File: config.mk
export PLATFORM = sky130hd
export DESIGN_NAME = sbct_dev_flat
export DESIGN_NICKNAME = d
export VERILOG_FILES = /design/src/hdl/sbct_pkg.sv /design/src/hdl/sbct_if.sv /design/src/hdl/sbct_dev.sv /design/src/flat_wrapper.sv
export SDC_FILE = /design/constraint.sdc
export NUM_CORES = 1
export LEC_CHECK = 0
export BUFFER_PORTS_ARGS = -buffer_cell sky130_fd_sc_hd__buf_2
export CORE_AREA = 3 3 109 111
export DETAILED_ROUTE_END_ITERATION = 8
export DIE_AREA = 0 0 112 114
export SETUP_SLACK_MARGIN = 0.3
export SYNTH_ARGS = -nofsm -noshare
export SYNTH_HDL_FRONTEND = slang
export SYNTH_SLANG_ARGS = --single-unit
File: constraint.sdc
create_clock -name clk_sys -period 2.28 [get_ports clk_sys]
set_input_delay 0.228 -clock clk_sys [delete_from_list [all_inputs] [get_ports clk_sys]]
set_output_delay 0.228 -clock clk_sys [all_outputs]
set_load 0.005 [all_outputs]
File: src/hdl/sbct_pkg.sv
// Shared constants, types and helpers of the split bulk/control translator link.
`default_nettype none
package sbct_pkg;
   localparam int NBUF = 2;
   localparam int IDX_W = 1;
   localparam int ADDR_W = 7;
   localparam int EP_W = 4;
   localparam int DATA_W = 8;
   localparam int CLK_PERIOD_NS = 4;
   localparam int HS_TIMEOUT_NS = 64;
   localparam int TMO_W = 5;
   localparam logic [TMO_W-1:0] HS_TIMEOUT_CYC = TMO_W'(HS_TIMEOUT_NS / CLK_PERIOD_NS);
   localparam logic [1:0] ERR_LIMIT = 2'h3;
   localparam logic [1:0] ERR_RESET = 2'h0;

   typedef enum logic [1:0] {
      HS_ACK = 2'h0,
      HS_NAK = 2'h1,
      HS_NYET = 2'h2,
      HS_STALL = 2'h3
   } sbct_hs_t;

   typedef enum logic [1:0] {
      DS_ACK = 2'h0,
      DS_NAK = 2'h1,
      DS_STALL = 2'h2,
      DS_ERR = 2'h3
   } sbct_ds_t;

   typedef enum logic [1:0] {
      BUF_OLD = 2'h0,
      BUF_PEND = 2'h1,
      BUF_READY = 2'h2
   } sbct_bst_t;

   typedef enum logic {
      TOK_SS = 1'h0,
      TOK_CS = 1'h1
   } sbct_tok_t;

   // Control endpoints are bidirectional, so direction only separates bulk endpoints.
   function automatic logic sbct_ep_match(input logic [ADDR_W-1:0] a1, input logic [EP_W-1:0] e1,
                                          input logic d1, input logic ctrl,
                                          input logic [ADDR_W-1:0] a2, input logic [EP_W-1:0] e2,
                                          input logic d2);
      sbct_ep_match = (a1 == a2) && (e1 == e2) && (ctrl || (d1 == d2));
   endfunction

   function automatic sbct_hs_t sbct_ds_to_hs(input sbct_ds_t r);
      case (r)
         DS_ACK: sbct_ds_to_hs = HS_ACK;
         DS_NAK: sbct_ds_to_hs = HS_NAK;
         default: sbct_ds_to_hs = HS_STALL;
      endcase
   endfunction
endpackage
`default_nettype wire

File: src/hdl/sbct_if.sv
// Split-transaction link between the host controller end and the translator end.
`default_nettype none
interface sbct_if;
   import sbct_pkg::*;
   logic tok_valid;
   sbct_tok_t tok_kind;
   logic tok_bad;
   logic [ADDR_W-1:0] tok_addr;
   logic [EP_W-1:0] tok_ep;
   logic tok_dir;
   logic tok_ctrl;
   logic [DATA_W-1:0] tok_wdata;
   logic hs_valid;
   sbct_hs_t hs_code;
   logic [DATA_W-1:0] hs_rdata;

   modport host_end (
      output tok_valid, tok_kind, tok_bad, tok_addr, tok_ep, tok_dir, tok_ctrl, tok_wdata,
      input hs_valid, hs_code, hs_rdata
   );
   modport dev_end (
      input tok_valid, tok_kind, tok_bad, tok_addr, tok_ep, tok_dir, tok_ctrl, tok_wdata,
      output hs_valid, hs_code, hs_rdata
   );
endinterface
`default_nettype wire

File: src/hdl/sbct_dev.sv
// Translator end: high-speed handler, bulk/control buffers and full/low-speed handler.
//
// Overview of operation
// Free buffer takes start-split, answer ACK.
// Host waits for complete-split before next start-split.
// Busy matching buffer: answer ACK, drop data.
// Host retries errors below three, else halts.
// Host system delay leaves error count alone.
// Host clears error count on normal completion.
// Result becomes nak, stall or ack as received.
// Local retry; three errors recorded as stall.
// No local retry after ACK, NAK, STALL.
// Complete-split on pending buffer gets NYET.
// Complete-split without buffer gets STALL.
// Finished transaction stored, pending becomes ready.
// Answered ready buffer becomes old, keeps result.
// Host retries failed complete-split first, counts error.
// On STALL host halts all requests until cleared.
// On ACK host records result, moves on.
// On NAK host reports result, goes idle, no count.
// Host retries start-split until count reaches three.
// After final answer host may start anew.
// Match address, endpoint; direction only for bulk.
// No free buffer: answer NAK, not error.
// At least two transaction buffers exist.
// Missing packet or bad CRC: no handshake.
// Reset leaves every buffer old and free.
`default_nettype none
module sbct_dev
   import sbct_pkg::*;
(
   input wire logic clk_sys,
   input wire logic sys_rst,
   sbct_if.dev_end lk,
   output logic ds_start,
   output logic [ADDR_W-1:0] ds_addr,
   output logic [EP_W-1:0] ds_ep,
   output logic ds_dir,
   output logic [DATA_W-1:0] ds_wdata,
   input wire logic ds_done,
   input wire sbct_ds_t ds_result,
   input wire logic [DATA_W-1:0] ds_rdata
);
   typedef enum logic {
      D_IDLE = 1'h0,
      D_WAIT = 1'h1
   } sbct_dst_t;

   // Buffer contents; the array size sets how many endpoints may be in flight.
   sbct_bst_t buf_state_reg [NBUF];
   logic [ADDR_W-1:0] buf_addr_reg [NBUF];
   logic [EP_W-1:0] buf_ep_reg [NBUF];
   logic buf_dir_reg [NBUF];
   logic [DATA_W-1:0] buf_wdata_reg [NBUF];
   sbct_hs_t buf_res_reg [NBUF];
   logic [DATA_W-1:0] buf_rdata_reg [NBUF];

   logic hs_valid_reg;
   sbct_hs_t hs_code_reg;
   logic [DATA_W-1:0] hs_rdata_reg;

   sbct_dst_t dstate_reg;
   logic [IDX_W-1:0] ds_idx_reg;
   logic [1:0] ds_err_reg;
   logic ds_start_reg;
   logic [ADDR_W-1:0] ds_addr_reg;
   logic [EP_W-1:0] ds_ep_reg;
   logic ds_dir_reg;
   logic [DATA_W-1:0] ds_wdata_reg;

   logic [NBUF-1:0] hit;
   logic [NBUF-1:0] is_old;
   logic [NBUF-1:0] is_pend;
   logic hit_found;
   logic free_found;
   logic pend_found;
   logic [IDX_W-1:0] hit_idx;
   logic [IDX_W-1:0] free_idx;
   logic [IDX_W-1:0] pend_idx;

   for (genvar i = 0; i < NBUF; i++) begin : g_cmp
      assign hit[i] = sbct_ep_match(lk.tok_addr, lk.tok_ep, lk.tok_dir, lk.tok_ctrl,
                                    buf_addr_reg[i], buf_ep_reg[i], buf_dir_reg[i]);
      assign is_old[i] = (buf_state_reg[i] == BUF_OLD);
      assign is_pend[i] = (buf_state_reg[i] == BUF_PEND);
   end

   // Lowest index wins in every search, so the choice is repeatable.
   always_comb begin
      hit_found = 1'b0;
      free_found = 1'b0;
      pend_found = 1'b0;
      hit_idx = '0;
      free_idx = '0;
      pend_idx = '0;
      for (int i = 0; i < NBUF; i++) begin
         if (hit[i] && !hit_found) begin
            hit_found = 1'b1;
            hit_idx = IDX_W'(i);
         end
         if (is_old[i] && !free_found) begin
            free_found = 1'b1;
            free_idx = IDX_W'(i);
         end
         if (is_pend[i] && !pend_found) begin
            pend_found = 1'b1;
            pend_idx = IDX_W'(i);
         end
      end
   end

   // A corrupted or incomplete request is dropped whole, so the host times out.
   wire tok_ok = lk.tok_valid && !lk.tok_bad;
   wire is_ss = tok_ok && (lk.tok_kind == TOK_SS);
   wire is_cs = tok_ok && (lk.tok_kind == TOK_CS);
   wire hit_busy = hit_found && (buf_state_reg[hit_idx] != BUF_OLD);
   wire hit_pend = hit_found && (buf_state_reg[hit_idx] == BUF_PEND);
   wire hit_ready = hit_found && (buf_state_reg[hit_idx] == BUF_READY);
   wire ss_retry = is_ss && hit_busy;
   wire ss_new = is_ss && !hit_busy && (hit_found || free_found);
   wire ss_full = is_ss && !hit_busy && !hit_found && !free_found;
   wire [IDX_W-1:0] new_idx = hit_found ? hit_idx : free_idx;
   wire cs_nyet = is_cs && hit_pend;
   wire cs_ready = is_cs && hit_ready;
   wire cs_none = is_cs && !hit_pend && !hit_ready;

   wire ds_fin = (dstate_reg == D_WAIT) && ds_done;
   wire ds_is_err = (ds_result == DS_ERR);
   wire [1:0] ds_err_next = ds_err_reg + 2'h1;
   // Bus errors are absorbed here; three of them turn into a stall result.
   wire ds_give_up = ds_fin && ds_is_err && (ds_err_next >= ERR_LIMIT);
   wire ds_retry = ds_fin && ds_is_err && (ds_err_next < ERR_LIMIT);
   wire ds_final = ds_fin && (!ds_is_err || ds_give_up);
   wire sbct_hs_t ds_hs = ds_give_up ? HS_STALL : sbct_ds_to_hs(ds_result);
   wire ds_launch = (dstate_reg == D_IDLE) && pend_found;

   always_ff @(posedge clk_sys) begin
      if (sys_rst) begin
         hs_valid_reg <= 1'b0;
         hs_code_reg <= HS_ACK;
         hs_rdata_reg <= '0;
      end else begin
         hs_valid_reg <= ss_retry || ss_new || ss_full || cs_nyet || cs_ready || cs_none;
         hs_rdata_reg <= cs_ready ? buf_rdata_reg[hit_idx] : '0;
         if (ss_full)
            hs_code_reg <= HS_NAK;
         else if (cs_nyet)
            hs_code_reg <= HS_NYET;
         else if (cs_none)
            hs_code_reg <= HS_STALL;
         else if (cs_ready)
            hs_code_reg <= buf_res_reg[hit_idx];
         else
            hs_code_reg <= HS_ACK;
      end
   end

   // Each buffer state is touched by one event per cycle: start-splits only claim
   // old buffers, the bus side only finishes pending ones, complete-splits only retire ready ones.
   always_ff @(posedge clk_sys) begin
      if (sys_rst) begin
         for (int i = 0; i < NBUF; i++) begin
            buf_state_reg[i] <= BUF_OLD;
            buf_addr_reg[i] <= '0;
            buf_ep_reg[i] <= '0;
            buf_dir_reg[i] <= 1'b0;
            buf_wdata_reg[i] <= '0;
            buf_res_reg[i] <= HS_ACK;
            buf_rdata_reg[i] <= '0;
         end
      end else begin
         if (ss_new) begin
            buf_state_reg[new_idx] <= BUF_PEND;
            buf_addr_reg[new_idx] <= lk.tok_addr;
            buf_ep_reg[new_idx] <= lk.tok_ep;
            buf_dir_reg[new_idx] <= lk.tok_dir;
            buf_wdata_reg[new_idx] <= lk.tok_wdata;
         end
         if (cs_ready)
            buf_state_reg[hit_idx] <= BUF_OLD;
         if (ds_final) begin
            buf_state_reg[ds_idx_reg] <= BUF_READY;
            buf_res_reg[ds_idx_reg] <= ds_hs;
            buf_rdata_reg[ds_idx_reg] <= ds_rdata;
         end
      end
   end

   always_ff @(posedge clk_sys) begin
      if (sys_rst) begin
         dstate_reg <= D_IDLE;
         ds_idx_reg <= '0;
         ds_err_reg <= ERR_RESET;
         ds_start_reg <= 1'b0;
         ds_addr_reg <= '0;
         ds_ep_reg <= '0;
         ds_dir_reg <= 1'b0;
         ds_wdata_reg <= '0;
      end else begin
         ds_start_reg <= ds_launch || ds_retry;
         case (dstate_reg)
            D_IDLE: begin
               if (ds_launch) begin
                  dstate_reg <= D_WAIT;
                  ds_idx_reg <= pend_idx;
                  ds_err_reg <= ERR_RESET;
                  ds_addr_reg <= buf_addr_reg[pend_idx];
                  ds_ep_reg <= buf_ep_reg[pend_idx];
                  ds_dir_reg <= buf_dir_reg[pend_idx];
                  ds_wdata_reg <= buf_wdata_reg[pend_idx];
               end
            end
            D_WAIT: begin
               if (ds_retry)
                  ds_err_reg <= ds_err_next;
               if (ds_final)
                  dstate_reg <= D_IDLE;
            end
            default: dstate_reg <= D_IDLE;
         endcase
      end
   end

   assign lk.hs_valid = hs_valid_reg;
   assign lk.hs_code = hs_code_reg;
   assign lk.hs_rdata = hs_rdata_reg;
   assign ds_start = ds_start_reg;
   assign ds_addr = ds_addr_reg;
   assign ds_ep = ds_ep_reg;
   assign ds_dir = ds_dir_reg;
   assign ds_wdata = ds_wdata_reg;
endmodule // sbct_dev
`default_nettype wire

File: src/flat_wrapper.sv
// flat-port wrapper written by rule: the top's interface ports become plain ports
module sbct_dev_flat import sbct_pkg::*;
  (clk_sys, sys_rst, ds_start, ds_addr, ds_ep, ds_dir, ds_wdata, ds_done, ds_result, ds_rdata, lk_tok_valid, lk_tok_kind, lk_tok_bad, lk_tok_addr, lk_tok_ep, lk_tok_dir, lk_tok_ctrl, lk_tok_wdata, lk_hs_valid, lk_hs_code, lk_hs_rdata);
  sbct_if lk_i ();
  input wire logic clk_sys;
  input wire logic sys_rst;
  output logic ds_start;
  output logic [ADDR_W-1:0] ds_addr;
  output logic [EP_W-1:0] ds_ep;
  output logic ds_dir;
  output logic [DATA_W-1:0] ds_wdata;
  input wire logic ds_done;
  input wire sbct_ds_t ds_result;
  input wire logic [DATA_W-1:0] ds_rdata;
  input wire logic [$bits(lk_i.tok_valid)-1:0] lk_tok_valid;
  input wire logic [$bits(lk_i.tok_kind)-1:0] lk_tok_kind;
  input wire logic [$bits(lk_i.tok_bad)-1:0] lk_tok_bad;
  input wire logic [$bits(lk_i.tok_addr)-1:0] lk_tok_addr;
  input wire logic [$bits(lk_i.tok_ep)-1:0] lk_tok_ep;
  input wire logic [$bits(lk_i.tok_dir)-1:0] lk_tok_dir;
  input wire logic [$bits(lk_i.tok_ctrl)-1:0] lk_tok_ctrl;
  input wire logic [$bits(lk_i.tok_wdata)-1:0] lk_tok_wdata;
  output wire logic [$bits(lk_i.hs_valid)-1:0] lk_hs_valid;
  output wire logic [$bits(lk_i.hs_code)-1:0] lk_hs_code;
  output wire logic [$bits(lk_i.hs_rdata)-1:0] lk_hs_rdata;
  assign lk_i.tok_valid = lk_tok_valid;
  assign lk_i.tok_kind = lk_tok_kind;
  assign lk_i.tok_bad = lk_tok_bad;
  assign lk_i.tok_addr = lk_tok_addr;
  assign lk_i.tok_ep = lk_tok_ep;
  assign lk_i.tok_dir = lk_tok_dir;
  assign lk_i.tok_ctrl = lk_tok_ctrl;
  assign lk_i.tok_wdata = lk_tok_wdata;
  assign lk_hs_valid = lk_i.hs_valid;
  assign lk_hs_code = lk_i.hs_code;
  assign lk_hs_rdata = lk_i.hs_rdata;
  sbct_dev u_core (.clk_sys(clk_sys), .sys_rst(sys_rst), .lk(lk_i), .ds_start(ds_start), .ds_addr(ds_addr), .ds_ep(ds_ep), .ds_dir(ds_dir), .ds_wdata(ds_wdata), .ds_done(ds_done), .ds_result(ds_result), .ds_rdata(ds_rdata));
endmodule
==> results.py <==
metrics = {
    "run_status": {
        "status": "completed",
    },
    "sta": {
        "min_period_ps": 2170,
        "slew_viol_final": 0,
        "max-slew-margin-rel_pct": 62.7,
        "final-setup-viol-count": 0,
        "clock-skew-final_ps": 12.2,
        "rsz0062_at_grt": "true",
        "finalHoldViolations": 0,
        "worstMarginPinSlew_ps": 554,
        "fin_crit_sh_pct": 95.0,
        "max_freq_mhz": 462,
    },
    "worst_setup_path": {
        "timing.rr.start": "u_core.buf_ep_reg[0][1]",
        "regToRegEndpoint": "u_core.buf_wdata_reg[0][0]",
        "required_ps": 2350,
        "crit_path_end_kind": "flip-flop",
        "cp.arrival_ps": 2240,
        "slowest_stage": "or4_4",
        "path_cells": "xnor2_2 > nand4_1 > or4_4 > a21oi_4 > or2_4",
        "crit_family": "simple AND/OR/NAND/NOR gates",
        "r2r_slack_ps": 110,
        "max_stage_delay_ps": 590,
        "worstSetupPathType": "flip-flop to flip-flop",
        "start_kind": "flip-flop",
        "critical_path_buf_inv_count": 0,
        "crit_fanout": 5,
        "reg2reg_depth": 5,
    },
    "clocking": {
        "cts_buffer_depth": 2,
        "cts.sinks": 100,
        "cts.clk_slew.worst_paths_ps": 100,
        "numCtsBuffers": 9,
        "cts_hold_buffers": 0,
        "cts_root_buf": "clkbuf_8",
        "cts_tree": "done",
        "clock_latency_ps": 360,
        "cts.htree.levels": 3,
    },
    "final_layout": {
        "layout_common_cells": "buf_2 (68), edfxtp_1 (60), dfxtp_1 (40)",
        "final_cells": 593,
        "final_util_pct": 49.6,
        "final_common_cell": "buf_2",
        "final_layout_size_suffix_gt1_share_pct": 34.2,
        "layout.nets": 486,
        "num_antenna_cells": 0,
        "area_growth_pct": 23.7,
    },
    "route": {
        "routed_via_density": 5.15,
        "wl_per_cell_um": 17.1,
        "drc": 0,
        "routed_wl_mm": 10.2,
        "drt-initial-drc-count": 186,
        "ant_nets": 0,
        "vias": 3055,
        "drt_pre_antenna_iters": 4,
    },
    "floorplan": {
        "die_w_um": 112,
        "row_count": 38,
        "chipHeight_um": 114,
        "start_util_pct": 40.1,
        "pin_count": 69,
        "core_area_um2": 10900,
        "die_area_um2": 12800,
    },
    "synth": {
        "yosysTopAreaCell": "edfxtp_1",
        "ys_ff_latch": 100,
        "yosys_warnings": 0,
        "synthCells": 366,
        "synth_fp_nets": 404,
        "yosysSeqAreaShare_pct": 59.7,
        "synth.avg_cell_area_um2": 11.9,
        "synth.top_cell.area_share_pct": 41.3,
        "synth_area_um2": 4360,
        "synth_area_leaders": "edfxtp_1 (41%), dfxtp_1 (18%), and2_1 (6.9%)",
        "yosysUniqueCellTypes": 41,
    },
    "placement": {
        "dp.cells": 567,
        "hpwl_mm": 6.79,
        "io_buffers": 68,
        "place_congestion": 0.752,
    },
    "power_and_ir_drop": {
        "power.density_nw_per_um2": 650,
        "peakVddDrop_uv": 316,
        "power.leakage_nw": 2.03,
    },
    "worst_hold_path": {
        "hold_end": "u_core.buf_rdata_reg[0][3]",
        "hp-class": "input pin to flip-flop",
        "hold_depth": 2,
        "hold_path_startpoint": "ds_rdata[3]",
    },
    "global_route": {
        "grt_pass1_wl_mm": 16.3,
        "grt.overflow.total": 0,
        "grt.total_usage_pct": 16.3,
        "grt_max_degree": 25,
        "antenna_found_initial": 0,
        "grt_pass1_vias": 3116,
    },
    "job": {
        "max_cap_viol_count": 0,
    },
}
worst reg2reg max path: cells and delay by family, from the launching register on:
| family | cells | cell delay [ps] |
|---|---|---|
| flip-flops | 1 | 440 |
| AO/OA/AOI/OAI | 1 | 290 |
| AND/OR/NAND/NOR | 3 | 970 |
| XOR/XNOR | 1 | 170 |
area by class of cell:
| cell class | instances | area [um^2] |
|---|---|---|
| timing repair buffer | 90 | 572 |
| clock inverter | 6 | 63.8 |
| multi-input combinational | 244 | 1840 |
| fill | 998 | 5490 |
| tap | 140 | 175 |
| clock buffer | 10 | 128 |
| inverter | 3 | 11.3 |
| sequential | 100 | 2600 |
where the power goes:
| part | internal [mW] | switching [mW] |
|---|---|---|
| clock network | 0.509 | 0.625 |
| logic | 0.154 | 0.183 |
| registers | 1.99 | 0.0429 |
cells by family after synthesis:
logic type / Yosys count / share of synthesized area, %
adder cells (fa/ha/maj): 1 / 0.287
multiplexers: 20 / 4.59
XOR/XNOR: 24 / 4.82
flip-flops: 100 / 59.7
AO/OA/AOI/OAI: 54 / 10.0
AND/OR/NAND/NOR: 139 / 18.0
buffers and inverters: 28 / 2.70
stage by stage:
step | hold slack, ps | setup WS [ps] | power, mW | instance area, um^2 | TNS [ps]
2_1_floorplan | 385 | 218 | 2.24 | 4390 | 0
4_1_cts | 136 | 129 | 3.53 | 5300 | 0
6_report | 157 | 114 | 3.51 | 5400 | 0
3_3_place_gp | 476 | -26.3 | 2.38 | 4950 | -185
5_1_grt | 141 | 0.137 | 3.65 | 5400 | 0
3_5_place_dp | 492 | -60.2 | 2.38 | 4950 | -431
metal layers:
metal	up-vias	share of wire (%)	track usage, %
li1	1494	-	-
met1	1486	44	20.2
met2	66	51	28.7
met3	9	4.5	4.14
met4	0	1.1	4.17
met5	-	0	0
synth_stat cells (all sizes together):
cell type  instances
edfxtp            60
and2              50
dfxtp             40
nor2              30
xnor2             24
clkbuf            21
a211oi            20
mux2i             20
nand3             10
and3               9
o21ai              9
a221oi             8
a21oi              7
nand2b             7
or2                5
or4                5
buf                4
nand2              4
nand4              4
nor2b              4
nor3               4
inv                3
nor4               3
a31o               2
nor3b              2
o21a               2
a2bb2oi            1
ha                 1
nand3b             1
o211ai             1
o21ba              1
o22a               1
o311a              1
o311ai             1
or3                1
worst max-delay path by stage:
stage | slack [ps] | end | from | depth (start not counted)
global route | 0.1 | u_core.lk.hs_rdata[1] | u_core.buf_addr_reg[1][6] | 5
floorplan | 220 | u_core.buf_state_reg[1][1] | u_core.buf_ep_reg[1][0] | 6
detailed placement | -60 | u_core.lk.hs_rdata[5] | u_core.buf_ep_reg[0][1] | 6
global placement | -30 | u_core.lk.hs_rdata[7] | u_core.buf_ep_reg[0][1] | 6
CTS | 130 | u_core.buf_state_reg[1][1] | u_core.buf_addr_reg[1][2] | 5
finish | 110 | u_core.buf_wdata_reg[0][0] | u_core.buf_ep_reg[0][1] | 5
repair_timing:
| action | in CTS | in global routing |
|---|---|---|
| setup endpoints to repair | 114 | 115 |
| resized for setup | 28 | 15 |
| buffers inserted | 1 | 2 |
| cloned | 6 | 1 |
| pin swaps | 12 | 13 |
Note: power is estimated with default switching activity, not from simulation.
